## src/ccrs_map.vh

```
// Purpose: shared constants of the codec clock and reset sequencer
// Assumes: included by every design file of the sequencer
// Notes: counts are in master clock cycles or sample periods
`ifndef CCRS_MAP_VH
`define CCRS_MAP_VH

// ----------------------------------------
// sequencing counts
// ----------------------------------------
`define CCRS_RELEASE_CYC 11'h400
`define CCRS_DAC_DLY 12'h834
`define CCRS_ADC_DLY 13'h1194

// ----------------------------------------
// clock relations
// ----------------------------------------
`define CCRS_BPF_A 7'h40
`define CCRS_BPF_B 7'h30
`define CCRS_RATIO_TOL 11'h002
`define CCRS_CNT_MAX 11'h7FF

// ----------------------------------------
// data path
// ----------------------------------------
`define CCRS_MID_LEVEL 3'h4
`define CCRS_OS_HALF 7'h20
`define CCRS_HPF_SHIFT 4'hA
`define CCRS_INTERP_SHIFT 4'h3
`define CCRS_GAIN_SHIFT 11

`endif

```

## src/ccrs_fade.v

```verilog
// Purpose: fade gain ramp, one step per sample period
// Assumes: tick is a one-cycle pulse per frame
// Notes: direction may change at any step
`timescale 1ns/1ps
`default_nettype none
`include "ccrs_map.vh"

module ccrs_fade (
  input wire core_clk,
  input wire sys_rst,
  input wire clear,
  input wire up,
  input wire tick,
  output reg [11:0] level,
  output wire at_top,
  output wire at_zero
);

  assign at_top = (level == `CCRS_DAC_DLY);
  assign at_zero = (level == 12'h000);

  // direction is sampled on every step, so a reversal takes effect at
  // the very next sample period instead of after the ramp ends
  always @(posedge core_clk) begin
    if (sys_rst || clear) begin
      level <= 12'h000;
    end else if (tick) begin
      if (up && !at_top) begin
        level <= level + 12'h001;
      end else if (!up && !at_zero) begin
        level <= level - 12'h001;
      end
    end
  end

endmodule
`default_nettype wire

```

## src/ccrs_ratio_detect.v

```verilog
// Purpose: master clock to frame clock ratio detection
// Assumes: edge pulses come from synchronised pins on core_clk
// Notes: master clock must stay below a quarter of core_clk
`timescale 1ns/1ps
`default_nettype none
`include "ccrs_map.vh"

module ccrs_ratio_detect (
  input wire core_clk,
  input wire sys_rst,
  input wire mclk_rise,
  input wire bclk_rise,
  input wire frame_rise,
  output reg in_sync,
  output reg ratio_low,
  output reg [3:0] os_div
);

  reg [10:0] mcount;
  reg [6:0] bcount;
  reg [4:0] last_code;
  wire [4:0] code;
  wire bpf_ok;

  function near;
    input [10:0] n;
    input [10:0] r;
    begin
      near = (n + `CCRS_RATIO_TOL >= r) && (n <= r + `CCRS_RATIO_TOL);
    end
  endfunction

  // code: {valid, master cycles per 64fs tick}
  function [4:0] classify;
    input [10:0] n;
    begin
      if (near(n, 11'h080)) classify = 5'h12;
      else if (near(n, 11'h0C0)) classify = 5'h13;
      else if (near(n, 11'h100)) classify = 5'h14;
      else if (near(n, 11'h180)) classify = 5'h16;
      else if (near(n, 11'h200)) classify = 5'h18;
      else if (near(n, 11'h300)) classify = 5'h1C;
      else classify = 5'h00;
    end
  endfunction

  assign code = classify(mcount);
  assign bpf_ok = (bcount == `CCRS_BPF_A) || (bcount == `CCRS_BPF_B);

  always @(posedge core_clk) begin
    if (sys_rst) begin
      mcount <= 11'h000;
      bcount <= 7'h00;
      last_code <= 5'h00;
      in_sync <= 1'b0;
      ratio_low <= 1'b0;
      os_div <= 4'h4;
    end else if (frame_rise) begin
      mcount <= {10'h000, mclk_rise};
      bcount <= {6'h00, bclk_rise};
      last_code <= code;
      // a frame whose count disagrees drops lock at once; two equal
      // frames in a row are needed to regain it
      if (code[4] && bpf_ok && code == last_code) begin
        in_sync <= 1'b1;
        os_div <= code[3:0];
        ratio_low <= (code[3:0] < 4'h4);
      end else begin
        in_sync <= 1'b0;
      end
    end else begin
      if (mclk_rise && mcount != `CCRS_CNT_MAX) begin
        mcount <= mcount + 11'h001;
      end
      if (bclk_rise && bcount != 7'h7F) begin
        bcount <= bcount + 7'h01;
      end
      // a missing frame edge also counts as loss of lock
      if (mcount == `CCRS_CNT_MAX) begin
        in_sync <= 1'b0;
      end
    end
  end

endmodule
`default_nettype wire

```

## src/ccrs_sequencer.v

```verilog
// Purpose: reset, power-down and fade sequencing with converter paths
// Assumes: all pins arrive asynchronously to core_clk
// Notes: sys_rst stands for the power-on reset circuit
`timescale 1ns/1ps
`default_nettype none
`include "ccrs_map.vh"

// Overview of operation
// detect master clock ratio 128..768 fs automatically, 16 to 192 kHz
// 192 kHz rate served by playback path only
// at 128 or 192 fs record path off, serial output low
// internal reset held 1024 master cycles after power-on reset ends
// once synced, playback fades in and follows input after 2100 samples
// record output carries data only after 4500 sample periods
// without clock sync internal reset stays asserted, power-down kept
// on resync playback fades in, record resumes after initialisation
// power-down pin low forces reset and lowest-power state
// pin falling while synced fades playback to mid level over 2100
// record output goes zero when internal reset asserts
// pin high again repeats the full power-on sequence
// pin toggle during a fade reverses fade direction at once
// host changes pins and clocks only in power-down mode
// record samples at 64 fs, decimates to 24 or 16-bit words
// record removes DC by high-pass, sends left/right serial words
// playback interpolates by eight into 8-level modulator at 64 fs
// drift beyond tolerance halts and mutes both paths until resync
// host supplies 64 or 48 bit clocks per frame
// ratio found by counting master cycles per frame period
module ccrs_sequencer (
  input wire core_clk,
  input wire sys_rst,
  input wire master_clock_in,
  input wire bit_clock,
  input wire frame_clock,
  input wire power_down_pin_n,
  input wire serial_data_in,
  input wire record_in_left,
  input wire record_in_right,
  input wire record_word_16,
  output reg [2:0] playback_out_left,
  output reg [2:0] playback_out_right,
  output reg record_data_out,
  output reg internal_reset,
  output reg clocks_synced,
  output reg power_down_state
);

  localparam ST_HOLD = 2'h0;
  localparam ST_COUNT = 2'h1;
  localparam ST_RUN = 2'h2;
  localparam ST_FADEOUT = 2'h3;

  // ----------------------------------------
  // pin synchronisers
  // ----------------------------------------
  wire [7:0] pins;
  reg [7:0] meta;
  reg [7:0] sync;
  reg [3:0] prev;
  assign pins = {record_word_16, record_in_right, record_in_left, serial_data_in,
                 power_down_pin_n, frame_clock, bit_clock, master_clock_in};

  genvar g;
  generate
    for (g = 0; g < 8; g = g + 1) begin : g_sync
      always @(posedge core_clk) begin
        if (sys_rst) begin
          meta[g] <= 1'b0;
          sync[g] <= 1'b0;
        end else begin
          meta[g] <= pins[g];
          sync[g] <= meta[g];
        end
      end
    end
  endgenerate

  always @(posedge core_clk) begin
    if (sys_rst) begin
      prev <= 4'h0;
    end else begin
      prev <= sync[3:0];
    end
  end

  wire mclk_rise = sync[0] & ~prev[0];
  wire bclk_rise = sync[1] & ~prev[1];
  wire bclk_fall = ~sync[1] & prev[1];
  wire frame_rise = sync[2] & ~prev[2];
  wire frame_fall = ~sync[2] & prev[2];
  wire pin_n = sync[3];
  wire din = sync[4];
  wire [1:0] rec_bit = sync[6:5];
  wire word16 = sync[7];

  // ----------------------------------------
  // ratio detection and 64 fs tick
  // ----------------------------------------
  wire in_sync;
  wire ratio_low;
  wire [3:0] os_div;
  reg [3:0] os_cnt;
  reg os_tick;

  ccrs_ratio_detect ccrs_ratio_detect_inst (
    .core_clk(core_clk),
    .sys_rst(sys_rst),
    .mclk_rise(mclk_rise),
    .bclk_rise(bclk_rise),
    .frame_rise(frame_rise),
    .in_sync(in_sync),
    .ratio_low(ratio_low),
    .os_div(os_div)
  );

  // ticks at 64 fs whatever the ratio, since the divider follows it
  always @(posedge core_clk) begin
    if (sys_rst) begin
      os_cnt <= 4'h0;
      os_tick <= 1'b0;
    end else begin
      os_tick <= 1'b0;
      if (frame_rise) begin
        os_cnt <= 4'h0;
      end else if (mclk_rise) begin
        if (os_cnt + 4'h1 >= os_div) begin
          os_cnt <= 4'h0;
          os_tick <= 1'b1;
        end else begin
          os_cnt <= os_cnt + 4'h1;
        end
      end
    end
  end

  // ----------------------------------------
  // reset and power-down sequence
  // ----------------------------------------
  reg [1:0] state;
  reg [1:0] next_state;
  reg [10:0] rel_cnt;
  reg [12:0] adc_cnt;
  wire fade_up = (state == ST_RUN);
  wire [11:0] fade_level;
  wire fade_top;
  wire fade_zero;

  ccrs_fade ccrs_fade_inst (
    .core_clk(core_clk),
    .sys_rst(sys_rst),
    .clear(state == ST_HOLD || state == ST_COUNT),
    .up(fade_up),
    .tick(frame_rise),
    .level(fade_level),
    .at_top(fade_top),
    .at_zero(fade_zero)
  );

  always @* begin
    next_state = state;
    case (state)
      ST_HOLD: begin
        if (pin_n && in_sync) begin
          next_state = ST_COUNT;
        end
      end
      ST_COUNT: begin
        if (!pin_n || !in_sync) begin
          next_state = ST_HOLD;
        end else if (rel_cnt == `CCRS_RELEASE_CYC) begin
          next_state = ST_RUN;
        end
      end
      ST_RUN: begin
        if (!in_sync) begin
          next_state = ST_HOLD;
        end else if (!pin_n) begin
          next_state = ST_FADEOUT;
        end
      end
      ST_FADEOUT: begin
        if (!in_sync) begin
          next_state = ST_HOLD;
        end else if (pin_n) begin
          next_state = ST_RUN;
        end else if (fade_zero) begin
          next_state = ST_HOLD;
        end
      end
      default: begin
        next_state = ST_HOLD;
      end
    endcase
  end

  always @(posedge core_clk) begin
    if (sys_rst) begin
      state <= ST_HOLD;
      rel_cnt <= 11'h000;
      adc_cnt <= 13'h0000;
    end else begin
      state <= next_state;
      if (state != ST_COUNT) begin
        rel_cnt <= 11'h000;
      end else if (mclk_rise) begin
        rel_cnt <= rel_cnt + 11'h001;
      end
      // record start-up restarts on every release, so a resync or a
      // second power-up waits the full initialisation again
      if (state == ST_HOLD || state == ST_COUNT) begin
        adc_cnt <= 13'h0000;
      end else if (frame_rise && adc_cnt != `CCRS_ADC_DLY) begin
        adc_cnt <= adc_cnt + 13'h0001;
      end
    end
  end

  wire running = (state == ST_RUN) || (state == ST_FADEOUT);
  wire record_live = running && (adc_cnt == `CCRS_ADC_DLY) && !ratio_low;

  // ----------------------------------------
  // record and playback paths: decimation, high-pass, interpolation, modulator
  // ----------------------------------------
  reg [6:0] ones [0:1];
  reg signed [23:0] dc [0:1];
  reg signed [23:0] rec_word [0:1];
  reg signed [23:0] tgt [0:1];
  reg signed [23:0] interp [0:1];
  reg [24:0] sum [0:1];
  reg [20:0] err [0:1];
  reg [2:0] level [0:1];
  reg [2:0] step_cnt;

  generate
    for (g = 0; g < 2; g = g + 1) begin : g_chan
      wire signed [23:0] raw = {ones[g] - `CCRS_OS_HALF, 17'h00000};
      wire signed [23:0] hp = raw - dc[g];
      wire signed [36:0] prod = interp[g] * $signed({1'b0, fade_level});
      wire signed [23:0] scaled = fade_top ? interp[g] : prod[`CCRS_GAIN_SHIFT +: 24];
      wire [24:0] acc = {1'b0, ~scaled[23], scaled[22:0]} + {4'h0, err[g]};

      always @(posedge core_clk) begin
        if (sys_rst || !running) begin
          ones[g] <= 7'h00;
          dc[g] <= 24'h000000;
          rec_word[g] <= 24'h000000;
          interp[g] <= 24'h000000;
          err[g] <= 21'h000000;
          level[g] <= `CCRS_MID_LEVEL;
        end else begin
          // one modulator bit per 64 fs tick, one word per frame
          if (frame_rise) begin
            ones[g] <= {6'h00, os_tick & rec_bit[g]};
            dc[g] <= dc[g] + (hp >>> `CCRS_HPF_SHIFT);
            rec_word[g] <= word16 ? {hp[23:8], 8'h00} : hp;
          end else if (os_tick && rec_bit[g]) begin
            ones[g] <= ones[g] + 7'h01;
          end
          if (os_tick) begin
            // first-order 8-level noise shaper at 64 fs
            if (acc[24]) begin
              level[g] <= 3'h7;
              err[g] <= 21'h1FFFFF;
            end else begin
              level[g] <= acc[23:21];
              err[g] <= acc[20:0];
            end
            if (step_cnt == 3'h7) begin
              interp[g] <= interp[g] + ((tgt[g] - interp[g]) >>> `CCRS_INTERP_SHIFT);
            end
          end
        end
      end
    end
  endgenerate

  always @(posedge core_clk) begin
    if (sys_rst || !running) begin
      step_cnt <= 3'h0;
    end else if (os_tick) begin
      step_cnt <= step_cnt + 3'h1;
    end
  end

  // ----------------------------------------
  // serial ports
  // ----------------------------------------
  reg [23:0] din_sh;
  reg [23:0] dout_sh;

  always @(posedge core_clk) begin
    if (sys_rst) begin
      din_sh <= 24'h000000;
      dout_sh <= 24'h000000;
      tgt[0] <= 24'h000000;
      tgt[1] <= 24'h000000;
    end else begin
      if (bclk_rise) begin
        din_sh <= {din_sh[22:0], din};
      end
      // frame high carries left; the word ends at the frame edge
      if (frame_fall) begin
        tgt[0] <= din_sh;
      end
      if (frame_rise) begin
        tgt[1] <= din_sh;
      end
      if (!record_live) begin
        dout_sh <= 24'h000000;
      end else if (frame_rise) begin
        dout_sh <= rec_word[0];
      end else if (frame_fall) begin
        dout_sh <= rec_word[1];
      end else if (bclk_fall) begin
        dout_sh <= {dout_sh[22:0], 1'b0};
      end
    end
  end

  // ----------------------------------------
  // registered outputs
  // ----------------------------------------
  always @(posedge core_clk) begin
    if (sys_rst) begin
      playback_out_left <= `CCRS_MID_LEVEL;
      playback_out_right <= `CCRS_MID_LEVEL;
      record_data_out <= 1'b0;
      internal_reset <= 1'b1;
      clocks_synced <= 1'b0;
      power_down_state <= 1'b1;
    end else begin
      playback_out_left <= running ? level[0] : `CCRS_MID_LEVEL;
      playback_out_right <= running ? level[1] : `CCRS_MID_LEVEL;
      record_data_out <= record_live & dout_sh[23];
      internal_reset <= !running;
      clocks_synced <= in_sync;
      power_down_state <= (state == ST_HOLD);
    end
  end

endmodule
`default_nettype wire

```

## config.mk

```make
export PLATFORM = sky130hd
export DESIGN_NAME = ccrs_sequencer
export DESIGN_NICKNAME = d
export VERILOG_FILES = /design/src/ccrs_fade.v /design/src/ccrs_ratio_detect.v /design/src/ccrs_sequencer.v
export VERILOG_INCLUDE_DIRS = /design/src
export SDC_FILE = /design/constraint.sdc
export NUM_CORES = 2
export LEC_CHECK = 0
export ABC_AREA = 1
export BUFFER_PORTS_ARGS = -buffer_cell sky130_fd_sc_hd__buf_2
export CAP_MARGIN = 10
export CORE_ASPECT_RATIO = 0.8
export CORE_UTILIZATION = 40
export DETAILED_ROUTE_END_ITERATION = 6
export GPL_TIMING_DRIVEN = 0
export PLACE_DENSITY = 0.64
export SETUP_SLACK_MARGIN = 0.4
export SLEW_MARGIN = 40
export SYNTH_ARGS = -nofsm -noshare
export SYNTH_HDL_FRONTEND = slang
export SYNTH_SLANG_ARGS = --single-unit
```

## constraint.sdc

```tcl
create_clock -name core_clk -period 7 [get_ports core_clk]
set_input_delay 0.7 -clock core_clk [delete_from_list [all_inputs] [get_ports core_clk]]
set_output_delay 0.7 -clock core_clk [all_outputs]
set_load 0.05 [all_outputs]
```

Word-level counts from Yosys, hierarchy flattened
Memories as Yosys holds them, arrays and structs flattened. A register that Yosys moved wholly into a read port is not among the register bits.
Cells that the tools add are included.
{"block": "word_totals", "ff_bits": 146, "latchBits": 0, "mem_bits_rw": 254, "romBits": 0, "inputBits": 10, "out_inout_bits": 10, "wordCells": 281, "mem_count": 7}
{"block": "op_classes", "n_addsub": 23, "n_mul": 2, "n_div": 0, "order_cmp": 14, "eq_ne": 19, "shifts": 0, "muxes": 93, "n_bitwise": 38, "n_reduce_logical": 47}
{"name": "dc", "depth": 2, "word_bits": 24, "rd": 2, "rd_ports_with_merged_regs": 0, "wr": 2, "line_no": "ccrs_sequencer.v:225", "source": "reg signed [23:0] dc [0:1];"}
{"name": "interp", "depth": 2, "word_bits": 24, "rd": 2, "rd_ports_with_merged_regs": 0, "wr": 2, "line_no": "ccrs_sequencer.v:228", "source": "reg signed [23:0] interp [0:1];"}
{"name": "rec_word", "depth": 2, "word_bits": 24, "rd": 2, "rd_ports_with_merged_regs": 0, "wr": 2, "line_no": "ccrs_sequencer.v:226", "source": "reg signed [23:0] rec_word [0:1];"}
{"name": "tgt", "depth": 2, "word_bits": 24, "rd": 2, "rd_ports_with_merged_regs": 0, "wr": 2, "line_no": "ccrs_sequencer.v:227", "source": "reg signed [23:0] tgt [0:1];"}
{"name": "err", "depth": 2, "word_bits": 21, "rd": 2, "rd_ports_with_merged_regs": 0, "wr": 2, "line_no": "ccrs_sequencer.v:230", "source": "reg [20:0] err [0:1];"}
{"name": "ones", "depth": 2, "word_bits": 7, "rd": 2, "rd_ports_with_merged_regs": 0, "wr": 2, "line_no": "ccrs_sequencer.v:224", "source": "reg [6:0] ones [0:1];"}
{"name": "1 more memories"}
{"operator": "24-bit two-way mux", "count": 13}
{"operator": "24-bit subtractor", "count": 4}
{"operator": "21-bit two-way mux", "count": 4}
{"operator": "24-bit by 13-bit multiplier with 35-bit output", "count": 2}
{"operator": "24-bit by 21-bit adder with 25-bit output", "count": 2}
{"operator": "24-bit by 14-bit adder with 24-bit output", "count": 2}
{"operator": "24-bit by 21-bit adder with 24-bit output", "count": 2}
{"operator": "1-bit two-way mux", "count": 48}
{"operator": "5-bit two-way mux", "count": 6}
{"operator": "7-bit two-way mux", "count": 4}
{"operator": "12-bit two-way mux", "count": 2}
{"operator": "11-bit by 1-bit adder with 11-bit output (second input constant)", "count": 2}
{"operator": "11-bit equality test (second input constant)", "count": 2}
{"operator": "11-bit by 10-bit >= comparator with 1-bit output (second input constant)", "count": 2}
{"operator": "11-bit by 8-bit >= comparator with 1-bit output (second input constant)", "count": 2}
{"operator": "11-bit by 9-bit >= comparator with 1-bit output (second input constant)", "count": 2}
{"operator": "11-bit by 10-bit <= comparator with 1-bit output (second input constant)", "count": 2}
{"operator": "11-bit by 8-bit <= comparator with 1-bit output (second input constant)", "count": 2}
{"operator": "11-bit by 9-bit <= comparator with 1-bit output (second input constant)", "count": 2}
{"operator": "7-bit by 1-bit adder with 7-bit output (second input constant)", "count": 3}
{"operator": "1-bit OR", "count": 20}
{"operator": "1-bit logical AND", "count": 18}
{"operator": "2-bit two-way mux", "count": 8}
{"operator": "8-bit two-way mux", "count": 2}
{"operator": "other kinds (40)", "count": 80}

Logic depth before layout (Yosys ltp)
{"block": "depth", "word_depth": 13, "ltp_mapped": 42}

By module
From an unflattened synthesis, not the netlist that was laid out.
{"block": "unflattened", "cells_unflattened": 6300, "area_unflattened_um2": 48033.6}
{"mod": "ccrs_sequencer", "instances": 1, "cells_each": 5803, "area_per_inst_um2": 44752.9, "seq_area_each_um2": 9849.4}
{"mod": "ccrs_ratio_detect", "instances": 1, "cells_each": 307, "area_per_inst_um2": 2133.3, "seq_area_each_um2": 580.6}
{"mod": "ccrs_fade", "instances": 1, "cells_each": 190, "area_per_inst_um2": 1147.4, "seq_area_each_um2": 240.2}

Worst setup path after synthesis
No wires, ideal clock.
{"block": "synth_timing", "path_kind": "reg2reg", "start": "register ccrs_fade_inst.level[4]", "end": "memory err[0][0] (data pin)", "setup_ns": 0.147, "arrival_ns": 6.947, "t_required_ns": 6.853, "path_slack_ns": -0.094, "path_stages_with_launch": 35, "n_path_buf": 4, "cell_sequence": "dfxtp_1 -> clkbuf_1 -> clkbuf_1 -> buf_1 -> nand2_1 -> fa_1 -> fa_1 -> fa_1 -> inv_1 -> fa_1 -> inv_1 -> fa_1 -> inv_1 -> ha_1 -> a21oi_1 -> o21ai_0 -> a21oi_1 -> nand2_1 -> a21boi_0 -> o21ai_0 -> or2_2 -> a21oi_1 -> a21oi_1 -> ha_1 -> nand4_1 -> nor3_1 -> nand4_1 -> nand3_1 -> nand2_1 -> nand2_1 -> nand4_1 -> nand2_1 -> nand2_2 -> buf_6 -> a21oi_1"}
{"element": "from (decl)", "line_no": "ccrs_fade.v:14", "source": "output reg [11:0] level,"}
{"element": "from (signal assigned)", "line_no": "ccrs_fade.v:29", "source": "level <= level + 12'h001;"}
{"element": "from (signal assigned)", "line_no": "ccrs_fade.v:31", "source": "level <= level - 12'h001;"}
{"element": "to (decl)", "line_no": "ccrs_sequencer.v:230"}

==> results list <==
- The number of antenna violations at the first check in global routing came to 1.
* DRC errors left: 0
- For this run, the total global-route usage over all layers was measured as 0.240.
- Root cell of the clock tree: clkbuf_16
* Worst Hold Class: primary input to flop
* Net count of the finished layout: 7,389
- For the pin with the worst max-slew slack, the measured transition is 0.953 ns.
- At the later pin of the worst-skew pair, clock insertion delay measures 0.64 ns.
* Fill cell total of the finished layout: 11,240
- Detailed placement HPWL: 115 mm
- Total Die Area: 120,000 µm²
- In this run the horizontal extent of the chip is 388 µm.
- Area added between synthesis and finish: 17.1%
* Final hold violation count: 0
* Ports: 20
- Overflow left after global routing: 0
- Counting tap cells, the placed design contains a total of 7,789 instances.
- Post-synth EDFFs: 254
- The detail route stage leaves a number of antenna-violating nets equal to 0.
- Post-Synthesis Mean Instance Area: 7.65 µm²
* Most used DFF post-synth: edfxtp_1
* Startpoint of the lowest-slack register-to-register path: interp[1][12]
* Final routed wire length divided by cell count: 18.2 µm
- The slowest stage of the critical path is the fa_2 cell.
* Vias after detailed routing: 42,168
* Hold WS: 0.300 ns
- Of the available clock period, the critical path in the final layout requires 1.03.
- For this run, the slowest stage of the critical path takes 0.60 ns.
- For this design, the CTS-stage hold fixing added 0 buffers.
- Setup TNS Final: -3.69 ns
* Number of flip-flops and latches in the synthesized netlist: 406
* Final routed wirelength across all metal layers: 147 mm
- Worst Path Class, Setup: flop to flop
- Clock transition at the registers of the reported paths: 0.06 ns
- Highest fanout seen on the critical path: 6
* Most used cell, CP: fa_1
* Clock Sink Count: 406
* Proportion of synthesized chip area in sequential cells: 0.224
* Final setup violating endpoints: 27
- CTS built an H-tree with a depth of 2.
- Number of cells on the worst reg-to-reg path: 31
* Total iterations of the first detailed-routing run: 6
- CTS tree: done
- Based on the critical path, the design can be clocked at up to 139 MHz.
- Number of buffers created by CTS: 47
- Launch point of the worst path: interp[1][12]
* Die height: 311 µm
* Initial drt markers: 4,063
* First-pass GRT wire length: 228 mm
- Across the routed clock network, the largest skew measured is 0.0439 ns.
* Number of nets in the synthesized netlist: 7,109
* Type of element launching the critical path: flop
- Largest net degree at the start of global routing: 50
* Worst-case setup slack after placement: -1.26 ns
- Excluding fillers, the count of instances in the completed layout stands at 8,084.
- Following the worst setup path forward leads to its endpoint at level[1][2].
- In the synthesized netlist the async set-or-reset flop fraction comes to 0.
* Slew margin rel.: 0.365
- Subtracting the final worst setup slack from the clock period gives 7.19 ns.
- Synthesis produced 6,226 cells.
- Crit path DAT: 7.53 ns
- Number of rows created at floorplan: 112
* Maximum number of buffers from clock root to sink: 3
- The initial utilization of the core area, before any placement, comes to 0.406.
- Max capacitance violation total: 0
* Post-Syn Area: 47,600 µm²
- Setup WS post-layout: -0.186 ns
* Register-to-register setup slack: -0.19 ns
* Number of inserted diodes: 0
- The checks that failed: setup timing.
- Yosys warnings: 0
* IR Drop Worst-Case VDD: 234 µV
- In this run the critical register-to-register path is captured at level[1][2].
- Buffers placed on the I/O ports in this run total 19.
- Dividing total power by cell area gives a power density of 207 nW/µm².
* Distinct cell type count after synthesis: 65
- Summed over all cells, the static leakage comes to 0.0282 µW.
- Required @ worst endpoint: 7.35 ns
- CORE AREA: 117,000 µm²
* Result of the run: finished, violations left
- Ratio of cells with drive above 1 in the final layout: 0.132
* Unrepaired setup endpoints after global routing: yes
* Critical path endpoint category: flop
- Using the TritonRoute via totals, the vias-per-cell ratio works out to 5.22.
- At the end of routability-driven placement, the weighted congestion stood at 0.967.
- The number of global-route vias before repair is 41,031.
* Final slew viol count: 0
==> layout by cell type (no fill, tap or decap), drive strengths merged, types with 5 or more instances in the layout <==
| cell | instances |
|---|---|
| clkbuf | 190 |
| xor2 | 101 |
| fa | 505 |
| nor4 | 27 |
| a21o | 23 |
| clkinv | 23 |
| a31oi | 21 |
| nand2 | 1336 |
| nand3b | 6 |
| or2 | 15 |
| a211oi | 9 |
| o211ai | 9 |
| nor2 | 439 |
| o21ai | 300 |
| a21oi | 540 |
| xnor2 | 79 |
| inv | 1401 |
| nor3 | 61 |
| o21bai | 22 |
| buf | 289 |
| nand3 | 202 |
| a41oi | 22 |
| nand4 | 55 |
| ha | 368 |
| edfxtp | 254 |
| a221oi | 5 |
| nor3b | 6 |
| dfxtp | 152 |
| a21boi | 13 |
| o21a | 40 |
==> synth_stat cells (20+ instances only) <==
master,n,area [µm²]
a21o_1,23,173
edfxtp_1,254,7630
inv_1,1391,5220
ha_1,368,4600
a31oi_1,21,131
xor2_1,101,885
o21ai_0,292,1460
dfxtp_1,152,3040
a41oi_1,22,193
xnor2_1,79,692
nor4_1,26,163
nand4_1,53,332
o21a_1,40,300
nand2_1,1318,4950
nor3_1,57,285
clkbuf_1,149,559
buf_1,24,90.1
a21oi_1,536,2680
fa_1,505,10100
nor2_1,427,1600
nand3_1,193,966
o21bai_1,20,150
==> kinds of logic after synthesis <==
| logic type | count (synthesis) | synth area share |
|---|---|---|
| xor gates and xnor gates | 180 | 0.0331 |
| buffers and inverters | 1588 | 0.126 |
| AOI/OAI and AO/OA | 1027 | 0.120 |
| and+or+nand+nor | 2152 | 0.188 |
| adders and majority gates | 873 | 0.309 |
| DFF | 406 | 0.224 |
==> power by group <==
part	internal, µW	switching, µW	leakage, µW
clock	1500	1150	0.000812
combinational	1830	4000	0.0231
sequential	2840	215	0.00422
==> layout make-up <==
cell class / count / area (µm²) / area share
sequential: 406 / 10700 / 0.192
multi-input combinational: 4232 / 32700 / 0.586
inverter: 1402 / 5270 / 0.0945
buffer: 186 / 1660 / 0.0298
clock buffer: 62 / 1390 / 0.0249
tap: 1539 / 1930 / 0.0345
clock inverter: 26 / 268 / 0.00480
timing repair buffer: 231 / 1850 / 0.0332
==> repair_timing <==
item                                    in CTS  in global routing
setup buffers                              153                 47
cloned                                       5                  2
endpoints found under the setup margin      48                 48
pin swaps                                  141                124
gates resized for setup                    499                209
==> worst min path at each step <==
stage	from	to	slack [ns]	cells after the start
floorplan	meta[4]	din	0.39	2
detailed placement	meta[7]	word16	0.40	2
global placement	meta[0]	sync[0]	0.39	2
global route	bit_clock	meta[1]	0.29	3
CTS	master_clock_in	meta[0]	0.27	3
finish	master_clock_in	meta[0]	0.30	3
==> critical path: cells and delay by family, from the launching register on <==
kind,cells,cell delay (ns)
compound gates,7,1.23
xor+xnor,1,0.15
simple gates,8,0.92
buf+inv,8,0.72
flops,1,0.44
fa+ha+maj,7,3.40
==> stage by stage <==
step                       util  total power (µW)  area [µm²]
after global placement    0.424              8400       49700
after detailed placement  0.425              8490       49900
final                     0.475             11500       55700
after CTS                 0.466             11400       54600
after global routing      0.475             12400       55700
after floorplan               -              7020       47700
==> flip-flops by register name, summed over array words and instances, names as in the netlist, 13 cells and up <==
register	flops
ones	14
rec_word	48
din_sh	24
interp	48
tgt	48
dout_sh	24
adc_cnt	13
dc	48
err	42
==> routing by layer <==
metal / vias to the layer above / track usage / part of all wire
li1: 20112 / - / -
met1: 20109 / 0.358 / 0.46
met2: 1727 / 0.343 / 0.40
met3: 218 / 0.0594 / 0.11
met4: 2 / 0.0631 / 0.028
met5: - / 0 / 0.000061
(Power assumes the default switching activity.)
